### src/verilog/cgp_pkg.sv
package cgp_pkg;
  // register word addresses on the host parallel bus
  localparam logic [3:0]  ADDR_GAIN_RAMP   = 4'hb;
  localparam logic [3:0]  ADDR_MAIN_CTRL   = 4'hc;
  localparam logic [15:0] GAIN_RAMP_RST    = 16'h0000;
  localparam logic [15:0] MAIN_CTRL_RST    = 16'h0000;
  localparam logic [15:0] GAIN_RAMP_MASK   = 16'h01ff;
  // gain ramp setup fields
  localparam int LAT_TWO_BIT    = 7;
  localparam int LAT_BYPASS_BIT = 8;
  localparam int RAMP_LEN_MSB   = 6;
  // main control fields
  localparam int IMM_UPD_BIT    = 15;
  localparam int RAMP_HOLD_BIT  = 14;
  localparam int DLY_SEL_BIT    = 13;
  localparam int COEF_HOLD_BIT  = 12;
  localparam int GATE_INT_BIT   = 11;
  localparam int AE_THR_MSB     = 10;
  localparam int AE_THR_LSB     = 8;
  localparam int CPLX_OUT_BIT   = 7;
  localparam int ONLINE_BIT     = 6;
  localparam int IN_EN_BIT      = 5;
  localparam int OUT_EN_BIT     = 4;
  localparam int SIB_FREE_BIT   = 3;
  localparam int FLUSH_DIS_BIT  = 2;
  localparam int OVF_DIS_BIT    = 1;
  localparam int SW_TX_BIT      = 0;
  // timing in output clock cycles
  localparam logic [4:0] FLUSH_CYCLES   = 5'd16;
  localparam logic [2:0] IMM_SYNC_CYCLES = 3'd4;
  // gate delay line length; two stages are dropped in short mode
  localparam int GATE_DLY_LEN   = 4;
  localparam int GATE_DLY_SHORT = 2;
endpackage : cgp_pkg
### src/verilog/cgp_ctrl.sv
// Summary of operation
// low latency bit drops two gate stages
// high latency bit bypasses gate alignment
// host pairs short latency with span 3/phase 4
// ramp address never exceeds ramp length outside ramp hold
// masked slave load on sync update only
// immediate mode loads slave after 4 clocks
// ramp hold freezes address, gives host RAM
// host reloads ramp after ramp completes
// delay select adds half sample delay
// coefficient hold gives host coefficient RAMs
// gate source internal or external pin
// three-bit almost-empty threshold for FIFOs
// complex mode swaps sums on channels 0,2
// offline zeroes FIFO reads, flags flush done
// input enable gates hardware gate and update
// output enable clear zeroes channel output
// serial block free-run or gate controlled
// source zeroes data while gate low; not done here, iq_out ignores the gate
// gate rising edge flushes unless disabled
// parallel overflow resets unless disabled
// software enable edge: 16-clock flush, update
// software enable level permits serial requests
// low word write strobes immediate load
// gain setup upper bits read zero
`timescale 1ns/1ps
`default_nettype none
module cgp_ctrl
(
  input  wire logic        clk,             // output clock, 25 MHz
  input  wire logic        sys_rst,         // async reset, active high
  input  wire logic [3:0]  host_addr,       // host word address
  input  wire logic [15:0] host_wdata,      // host write data
  input  wire logic        host_wr,         // host write strobe
  input  wire logic        host_low_word_wr,// write to a frequency low word
  input  wire logic [1:0]  chan_id,         // channel number 0..3
  input  wire logic        ext_gate,        // external transmit gate
  input  wire logic        int_gate,        // internally generated gate
  input  wire logic        hw_update,       // hardware update input
  input  wire logic        par_mode,        // parallel input mode
  input  wire logic        fifo_ovf,        // fifo overflow event
  input  wire logic        ramp_step,       // advance ramp address
  input  wire logic        ramp_dir_up,     // ramp direction
  input  wire logic [15:0] ramp_gain_in,    // gain value from ramp RAM
  input  wire logic        four_ch_real,    // four-channel real output mode
  input  wire logic [15:0] sum_re,          // default output sample
  input  wire logic [15:0] sum_im,          // complex alternative sample
  input  wire logic [15:0] fir_iq,          // I/Q after shaping filter
  input  wire logic        coarse_tick,     // half coarse sample strobe
  output logic [15:0]      host_rdata,      // host read data
  output logic             slave_load,      // load selected slave regs
  output logic             transmit_gate,   // aligned gate into channel
  output logic [6:0]       ramp_addr,       // gain profile RAM address
  output logic [15:0]      ramp_gain,       // gain value to datapath
  output logic             ramp_host_acc,   // host owns ramp RAM
  output logic             coef_host_acc,   // host owns coefficient RAMs
  output logic [2:0]       ae_threshold,    // almost-empty depth
  output logic             fifo_rd_zero,    // force fifo read address 0
  output logic             channel_flush_done, // flush complete status
  output logic             flush_active,    // flush channel and FIR RAM
  output logic             chan_reset,      // channel reset on overflow
  output logic             sib_run,         // serial_input_block enable
  output logic             serial_req_en,   // serial requests permitted
  output logic [15:0]      iq_out,          // delayed I/Q path
  output logic [15:0]      chan_out         // channel output data
);
  import cgp_pkg::*;

  logic [15:0] gain_r, gain_nxt, main_r, main_nxt;
  logic [GATE_DLY_LEN-1:0] gdly_r, gdly_nxt;
  logic        gate_sel, gate_in, gate_q_r, gate_q_nxt, sw_q_r, sw_q_nxt;
  logic [4:0]  flush_cnt_r, flush_cnt_nxt;
  logic [2:0]  imm_cnt_r, imm_cnt_nxt;
  logic [6:0]  addr_r, addr_nxt;
  logic [15:0] gain_hold_r, gain_hold_nxt, iq_d_r, iq_d_nxt;
  logic [15:0] rdata_nxt, out_nxt, iq_nxt;
  logic        load_nxt, gate_nxt, rst_nxt, done_r, done_nxt;
  logic        gate_rise, sw_rise;

  // register writes; only the documented bits are stored
  always_comb
  begin
    gain_nxt = gain_r;
    main_nxt = main_r;
    if (host_wr && host_addr == ADDR_GAIN_RAMP)
      gain_nxt = host_wdata & GATE_MASK_F();
    if (host_wr && host_addr == ADDR_MAIN_CTRL)
      main_nxt = host_wdata;
    rdata_nxt = 16'h0000;
    if (host_addr == ADDR_GAIN_RAMP)
      rdata_nxt = gain_r;
    else if (host_addr == ADDR_MAIN_CTRL)
      rdata_nxt = main_r;
  end

  function automatic logic [15:0] GATE_MASK_F();
    return GAIN_RAMP_MASK;
  endfunction : GATE_MASK_F

  // gate source, input enable and latency alignment
  always_comb
  begin
    gate_sel = main_r[GATE_INT_BIT] ? int_gate : ext_gate;
    gate_in  = gate_sel & main_r[IN_EN_BIT];
    gdly_nxt = {gdly_r[GATE_DLY_LEN-2:0], gate_in};
    if (gain_r[LAT_BYPASS_BIT])
      gate_nxt = gate_in;
    else if (gain_r[LAT_TWO_BIT])
      gate_nxt = gdly_r[GATE_DLY_SHORT-1];
    else
      gate_nxt = gdly_r[GATE_DLY_LEN-1];
    gate_q_nxt = gate_nxt;
    sw_q_nxt   = main_r[SW_TX_BIT];
  end

  assign gate_rise = gate_nxt & ~gate_q_r;
  assign sw_rise   = main_r[SW_TX_BIT] & ~sw_q_r;

  // flush timer, update strobes and immediate sync counter
  always_comb
  begin
    flush_cnt_nxt = (flush_cnt_r != 5'd0) ? flush_cnt_r - 5'd1 : 5'd0;
    if (sw_rise || (gate_rise && !main_r[FLUSH_DIS_BIT]))
      flush_cnt_nxt = FLUSH_CYCLES;
    imm_cnt_nxt = (imm_cnt_r != 3'd0) ? imm_cnt_r - 3'd1 : 3'd0;
    if (main_r[IMM_UPD_BIT] && (host_low_word_wr || (host_wr && host_addr != 4'h0)))
      imm_cnt_nxt = IMM_SYNC_CYCLES;
    load_nxt = sw_rise || (hw_update && main_r[IN_EN_BIT] && !main_r[IMM_UPD_BIT])
               || (imm_cnt_r == 3'd1);
    rst_nxt  = fifo_ovf && par_mode && !main_r[OVF_DIS_BIT];
    done_nxt = !main_r[ONLINE_BIT] && (done_r || flush_cnt_r == 5'd1 || flush_cnt_r == 5'd0);
  end

  // ramp address and gain with hold
  always_comb
  begin
    addr_nxt      = addr_r;
    gain_hold_nxt = gain_hold_r;
    if (!main_r[RAMP_HOLD_BIT])
    begin
      gain_hold_nxt = ramp_gain_in;
      if (ramp_step && ramp_dir_up && addr_r < gain_r[RAMP_LEN_MSB:0])
        addr_nxt = addr_r + 7'd1;
      else if (ramp_step && !ramp_dir_up && addr_r != 7'd0)
        addr_nxt = addr_r - 7'd1;
      if (addr_nxt > gain_r[RAMP_LEN_MSB:0])
        addr_nxt = gain_r[RAMP_LEN_MSB:0];
    end
  end

  // data path: half sample delay, complex swap, output gate
  always_comb
  begin
    iq_d_nxt = coarse_tick ? fir_iq : iq_d_r;
    iq_nxt   = main_r[DLY_SEL_BIT] ? iq_d_r : fir_iq;
    out_nxt  = sum_re;
    if (main_r[CPLX_OUT_BIT] && four_ch_real && !chan_id[0])
      out_nxt = sum_im;
    if (!main_r[OUT_EN_BIT])
      out_nxt = 16'h0000;
  end

  // all state registers
  always_ff @(posedge clk or posedge sys_rst)
  begin
    if (sys_rst)
    begin
      gain_r <= GAIN_RAMP_RST;
      main_r <= MAIN_CTRL_RST;
      gdly_r <= '0;
      gate_q_r <= 1'b0;
      sw_q_r <= 1'b0;
      flush_cnt_r <= 5'd0;
      imm_cnt_r <= 3'd0;
      addr_r <= 7'd0;
      gain_hold_r <= 16'h0000;
      iq_d_r <= 16'h0000;
      done_r <= 1'b0;
      host_rdata <= 16'h0000;
      slave_load <= 1'b0;
      transmit_gate <= 1'b0;
      ramp_addr <= 7'd0;
      ramp_gain <= 16'h0000;
      ramp_host_acc <= 1'b0;
      coef_host_acc <= 1'b0;
      ae_threshold <= 3'd0;
      fifo_rd_zero <= 1'b1;
      channel_flush_done <= 1'b0;
      flush_active <= 1'b0;
      chan_reset <= 1'b0;
      sib_run <= 1'b0;
      serial_req_en <= 1'b0;
      iq_out <= 16'h0000;
      chan_out <= 16'h0000;
    end
    else
    begin
      gain_r <= gain_nxt;
      main_r <= main_nxt;
      gdly_r <= gdly_nxt;
      gate_q_r <= gate_q_nxt;
      sw_q_r <= sw_q_nxt;
      flush_cnt_r <= flush_cnt_nxt;
      imm_cnt_r <= imm_cnt_nxt;
      addr_r <= addr_nxt;
      gain_hold_r <= gain_hold_nxt;
      iq_d_r <= iq_d_nxt;
      done_r <= done_nxt;
      host_rdata <= rdata_nxt;
      slave_load <= load_nxt;
      transmit_gate <= gate_nxt;
      ramp_addr <= addr_nxt;
      ramp_gain <= gain_hold_nxt;
      ramp_host_acc <= main_nxt[RAMP_HOLD_BIT];
      coef_host_acc <= main_nxt[COEF_HOLD_BIT];
      ae_threshold <= main_nxt[AE_THR_MSB:AE_THR_LSB];
      fifo_rd_zero <= !main_nxt[ONLINE_BIT];
      channel_flush_done <= done_nxt;
      flush_active <= (flush_cnt_nxt != 5'd0);
      chan_reset <= rst_nxt;
      sib_run <= main_nxt[SIB_FREE_BIT] | gate_nxt;
      serial_req_en <= main_nxt[SW_TX_BIT];
      iq_out <= iq_nxt;
      chan_out <= out_nxt;
    end
  end
endmodule : cgp_ctrl
`default_nettype wire

### config.mk
export PLATFORM = sky130hd
export DESIGN_NAME = cgp_ctrl
export DESIGN_NICKNAME = d
export VERILOG_FILES = /design/src/verilog/cgp_pkg.sv /design/src/verilog/cgp_ctrl.sv
export SDC_FILE = /design/constraint.sdc
export NUM_CORES = 1
export LEC_CHECK = 0
export BUFFER_PORTS_ARGS = -buffer_cell sky130_fd_sc_hd__buf_2
export CORE_ASPECT_RATIO = 0.9
export CORE_MARGIN = 2
export CORE_UTILIZATION = 30
export DETAILED_ROUTE_END_ITERATION = 8
export HOLD_SLACK_MARGIN = 0.02
export PLACE_DENSITY = 0.52
export SLEW_MARGIN = 20
export SYNTH_ARGS = -nofsm -noshare
export SYNTH_HDL_FRONTEND = slang
export SYNTH_SLANG_ARGS = --single-unit
### constraint.sdc
create_clock -name clk -period 9.9 [get_ports clk]
set_input_delay 1.98 -clock clk [delete_from_list [all_inputs] [get_ports clk]]
set_output_delay 1.98 -clock clk [all_outputs]
set_load 0.1 [all_outputs]
==> results_dict.tcl, run 1 <==
set metrics [dict create \
    overflow 0 \
    cts_resized 0 \
    rows 48 \
    critPathMaxStageDelay_ns 0.53 \
    vias 4237 \
    period_needed_ns 4.80 \
    grt_usage_pct 15.0 \
    p_seq_share_pct 30.7 \
    area_growth_pct 30.6 \
    die_w_um 150 \
    dr.pass1.iters 4 \
    rsz0062_at_grt "false" \
    wirelength_um 14500 \
    drive_gt1_share_pct 45.6 \
    min_path_type "reg2reg" \
    cts_buffer_depth 2 \
    ys_types 54 \
    synth.avg_cell_area_um2 12.6 \
    cts.sinks 132 \
    drt-initial-drc-count 206 \
    drv_cap 0 \
    finalPower_w 0.00247 \
    wire_per_inst_um 16.0 \
    grt_pass1_vias 4468 \
    postCtsHoldBufs 0 \
    combPwrFrac_pct 42.8 \
    drc_errors 0 \
    r2r_slack_ns 5.81 \
    antenna_left 0 \
    cts-root-buf "clkbuf_16" \
    final-hold-violation-count 0 \
    pwr-share-clk_pct 26.5 \
    tightest_slew_ns 1.02 \
    peakVddDrop_uv 118 \
    power_density_nw_per_um2 327 \
    p_leak_nw 3.70 \
    crit_chain "buf_2 > nand3b_1 > a221oi_1 > o21a_1 > a41oi_1 > xnor2_1 > ha_1 > nand4_1 > or2_2 > o21a_1 > a2111oi_0 > a311oi_1" \
    io_pins 183 \
    fin_crit_sh_pct 48.5 \
    cp-end-kind "flip-flop" \
    die_height_um 136 \
    cts_tree "done" \
    status "finished clean" \
    switchingPower_w 0.00113 \
    dp_hpwl_um 10400 \
    cp-start-kind "primary input" \
    max_freq_mhz 208 \
    syn_area_um2 5790 \
    clk_pin_slew_ns 0.06 \
    fin_nets 762 \
    synth.net_count 579 \
    vias_per_cell 4.67 \
    slew_headroom_pct 31.8 \
    fillCellCount 1848 \
    finalMaxSlewViolations 0 \
    ys_seq_area_share_pct 57.1 \
    finClkSkew_ns 0.00447 \
    cp.arrival_ns 5.06 \
    final_util_pct 39.7 \
    coreArea_um2 19000 \
    synthCells 460 \
    crit_path_end "addr_r[2]" \
    post_cts_buffers 0 \
    setup_viol 0 \
    antenna_found_initial 3 \
    htree_levels 4 \
    critPathSlowestCell "a2111oi_0" \
    port-buffer-count 181 \
    r2r_cells 12 \
    initial_core_util_pct 30.4 \
    crit_path_start "ramp_step" \
    synth-seq-cells 132 \
    yosysWarnings 0 \
    dp.cells 874 \
    grt_pass1_wl_um 23400 \
    die_area_um2 20400 \
    timing.rr.start "addr_r[4]" \
    fin_cells 907 \
    r2r-end "addr_r[2]" \
    grt_max_degree 74 \
    final.setup.tns_ns 0 \
    synth_ff_type "dfrtp_1" \
    path_class "in2reg" \
    cts_buffers 17 \
    clock_latency_ns 0.41 \
    place.gp.congestion 0.877 \
    p_sw_share_pct 45.6 \
    crit_top_cell "o21a_1" \
    synth-edff-count 0 \
    async_flop_share_pct 100 \
    worst_ep_required_time_ns 10.16 \
    cp_max_fo 10 \
    intPower_w 0.00134 \
]
==> cells in the mapped netlist (2+ instances only) <==
cell type,n,area [µm²]
a2111oi_0,5,43.8
a211oi_1,5,37.5
mux2_2,72,811
o21a_1,4,30.0
o311ai_0,2,17.5
nand3b_1,3,22.5
or2_2,6,37.5
clkbuf_1,14,52.6
o31ai_1,4,30.0
o211ai_1,4,30.0
a21boi_0,16,120
and3_1,3,18.8
buf_4,3,22.5
nor2_1,12,45.0
nor3_1,5,25.0
a22o_1,10,87.6
inv_1,20,75.1
xnor2_1,4,35.0
nand2_1,41,154
ha_1,20,250
and2_1,8,50.1
a21o_1,5,37.5
nor3b_1,3,22.5
or3_1,2,12.5
nand2b_1,10,62.6
o21ai_0,4,20.0
buf_1,2,7.51
nand3_1,3,15.0
dfrtp_1,131,3280
xor2_1,3,26.3
nor4_1,4,25.0
mux2i_1,4,40.0
a22oi_1,2,15.0
a21oi_1,6,30.0
==> state kept, by name (all words and copies together), names as in the netlist, 2 cells and up <==
name,flops
addr_r,7
iq_d_r,16
main_r,14
chan_out,16
gain_hold_r,16
imm_cnt_r,3
host_rdata,16
iq_out,16
gain_r,9
flush_cnt_r,5
ae_threshold,2
gdly_r,4
==> cell usage in the layout (no fill, tap or decap), drive strengths merged, types with 6 or more instances in the layout <==
cell type  instances
buf              184
dfrtp            131
mux2              72
nand2             41
ha                20
inv               20
clkbuf            18
a21boi            16
nor2              12
nand2b            10
a22o              10
and2               9
a21oi              6
or2                6
nor3               6
==> power groups by stage <==
| stage | Clock [W] | Sequential [W] | Combinational, W |
|---|---|---|---|
| final | 0.000654 | 0.000759 | 0.00106 |
| after global routing | 0.000705 | 0.000778 | 0.00113 |
| after CTS | 0.000674 | 0.000761 | 0.00106 |
| after detailed placement | 0 | 0.000769 | 0.00106 |
| after global placement | 0 | 0.000762 | 0.00104 |
| after floorplan | 0 | 0.00121 | 0.000402 |
==> layer usage <==
metal	track usage [%]	up-vias	share of wire [%]
met2	24.6	129	48
met5	0	-	0.12
met1	18.3	2081	43
met4	4.93	4	1.9
met3	5.62	21	7.3
li1	-	2002	-
==> worst max-delay path, delay by kind of cell <==
kind	cells	cell delay (ns)
adders and majority gates	1	0.30
xor gates and xnor gates	1	0.19
buffers and inverters	1	0.09
and+or+nand+nor	3	0.52
AOI/OAI and AO/OA	6	1.97
==> stage by stage <==
step | area (µm²) | hold slack (ns) | setup WS [ns]
finish | 7560 | 0.345 | 5.10
global route | 7550 | 0.358 | 4.80
CTS | 7550 | 0.348 | 5.11
detailed placement | 6940 | 0.336 | 4.69
global placement | 6940 | 0.331 | 4.84
floorplan | 5790 | 0.331 | 4.40
==> area by class of cell <==
type,count,area [µm²],share of cell area (%)
diodes,1,2.50,0.0331
clock buffers,18,429,5.68
clock inverters,14,186,2.47
inverters,20,80.1,1.06
multi-input cells,288,2310,30.6
flip-flops and latches,132,3300,43.7
well taps,250,313,4.14
repair buffers,184,928,12.3
==> worst min path at each step <==
stage,start,end,slack [ns],cells past startpoint
2_1_floorplan,gdly_r[0],gdly_r[1],0.33,0
3_3_place_gp,gdly_r[0],gdly_r[1],0.33,0
3_5_place_dp,gdly_r[0],gdly_r[1],0.34,0
4_1_cts,gdly_r[0],gdly_r[1],0.35,0
5_1_grt,gdly_r[0],gdly_r[1],0.36,0
6_report,gdly_r[0],gdly_r[1],0.35,0
==> logic make-up after synthesis <==
logic type / after synthesis / synth area share, %
mux: 76 / 14.7
buf+inv: 40 / 2.92
simple gates: 108 / 9.62
xor+xnor: 7 / 1.06
compound gates: 77 / 10.3
flops: 132 / 57.1
fa+ha+maj: 20 / 4.32
Note: power is estimated with default switching activity, not from simulation.
==> run 2: changes to the inputs <==
==> constraint.sdc (replaced) <==
create_clock -name clk -period 4.6 [get_ports clk]
set_input_delay 0.92 -clock clk [delete_from_list [all_inputs] [get_ports clk]]
set_output_delay 0.92 -clock clk [all_outputs]
set_load 0.1 [all_outputs]
==> results_dict.tcl, run 2 (synthesized netlist as in run 1, its figures left out) <==
set metrics [dict create \
    die_area_um2 20400 \
    tightest_slew_ns 0.962 \
    fin_cells 909 \
    r2r_slack_ns 0.61 \
    period_needed_ns 3.99 \
    htree_levels 4 \
    intPower_w 0.00278 \
    final_common_cell "buf_2" \
    drc_errors 0 \
    port-buffer-count 181 \
    vias 4264 \
    final_cell_mix "181 x buf_2, 131 x dfrtp_1, 72 x mux2_2" \
    cts_tree "done" \
    cp_max_fo 10 \
    p_leak_nw 3.70 \
    wirelength_um 14400 \
    drv_cap 0 \
    wire_per_inst_um 15.8 \
    path_class "reg2reg" \
    max_freq_mhz 250 \
    clk_pin_slew_ns 0.06 \
    antenna_found_initial 3 \
    drive_gt1_share_pct 45.7 \
    initial_core_util_pct 30.4 \
    p_seq_share_pct 31.2 \
    dr.pass1.iters 4 \
    fillCellCount 1846 \
    die_height_um 136 \
    cp-end-kind "flip-flop" \
    dp.cells 876 \
    place.gp.congestion 0.846 \
    overflow 0 \
    final-hold-violation-count 0 \
    vias_per_cell 4.69 \
    status "finished clean" \
    cts_resized 0 \
    drt-initial-drc-count 203 \
    finClkSkew_ns 0.00735 \
    post_cts_buffers 0 \
    io_pins 183 \
    fin_crit_sh_pct 86.8 \
    coreArea_um2 19000 \
    grt_max_degree 56 \
    grt_pass1_vias 4421 \
    combPwrFrac_pct 44.0 \
    cts_buffer_depth 2 \
    antenna_left 0 \
    fin_nets 764 \
    p_sw_share_pct 46.5 \
    power_density_nw_per_um2 691 \
    die_w_um 150 \
    setup_viol 0 \
    rows 48 \
    switchingPower_w 0.00242 \
    dp_hpwl_um 10400 \
    rsz0062_at_grt "false" \
    cts_buffers 17 \
    finalMaxSlewViolations 0 \
    grt_usage_pct 14.7 \
    cp.arrival_ns 4.26 \
    cts-root-buf "clkbuf_16" \
    slew_headroom_pct 35.6 \
    postCtsHoldBufs 0 \
    cp-start-kind "flip-flop" \
    worst_ep_required_time_ns 4.87 \
    pwr-share-clk_pct 24.9 \
    finalPower_w 0.00520 \
    clock_latency_ns 0.41 \
    area_growth_pct 30.0 \
    cts.sinks 132 \
    peakVddDrop_uv 348 \
    min_path_type "reg2reg" \
    grt_pass1_wl_um 22900 \
    final.setup.tns_ns 0 \
]
==> run 2: changes by cell type in the layout (fill, tap and decap cells not counted), sizes merged <==
cell	before	now
clkinv	5	9
buf	184	186
bufinv	4	2
clkinvlp	5	3
==> run 2: worst max-delay path, cell delays in order (launching register included) <==
cell       delay, ns
dfrtp_1         0.47
ha_1            0.35
a21o_1          0.16
a221oi_1        0.48
o21a_1          0.41
a41oi_1         0.22
xnor2_1         0.17
ha_1            0.30
nand4_1         0.12
or2_2           0.33
o21a_1          0.25
a2111oi_0       0.49
a311oi_1        0.09
==> run 2: power groups by stage <==
stage / Sequential [W] / Combinational, W / Clock (W)
after floorplan: 0.00261 / 0.000865 / 0
after global placement: 0.00163 / 0.00226 / 0
after detailed placement: 0.00164 / 0.00229 / 0
after CTS: 0.00163 / 0.00230 / 0.00134
after global routing: 0.00166 / 0.00244 / 0.00140
final: 0.00162 / 0.00229 / 0.00129
==> run 2: cell type report <==
cell class	count	area (µm²)	area share, %
flip-flops and latches	132	3300	43.9
multi-input cells	288	2310	30.7
repair buffers	186	943	12.5
clock buffers	18	429	5.70
well taps	250	313	4.16
clock inverters	14	139	1.85
inverters	20	80.1	1.06
diodes	1	2.50	0.0333
==> run 2: path summary, 6_finish.rpt <==
path	from	end	cells after the start
min in group asynchronous	sys_rst	chan_out[6]	2
max in group asynchronous	sys_rst	fifo_rd_zero	3
worst max register to register	addr_r[4]	addr_r[2]	12
worst min-delay path	gdly_r[0]	gdly_r[1]	0
worst min register to register	gdly_r[0]	gdly_r[1]	0
worst max-delay path	addr_r[4]	addr_r[2]	12
==> run 2: routing by layer <==
metal	up-vias	part of all wire, %	track usage [%]
li1	2004	-	-
met1	2124	43	18.4
met2	116	48	23.8
met3	16	6.7	5.49
met4	4	1.3	4.25
met5	-	0.17	0
==> run 2: per-stage QoR <==
| step | cell area, µm² | utilization (%) | setup WS (ns) | hold slack, ns |
|---|---|---|---|---|
| final | 7520 | 39.5 | 0.608 | 0.347 |
| after global routing | 7520 | 39.5 | 0.283 | 0.358 |
| after CTS | 7520 | 39.5 | 0.654 | 0.351 |
| after detailed placement | 6950 | 36.5 | 0.612 | 0.336 |
| after global placement | 6950 | 36.5 | 0.602 | 0.331 |
| after floorplan | 5790 | - | 0.156 | 0.331 |
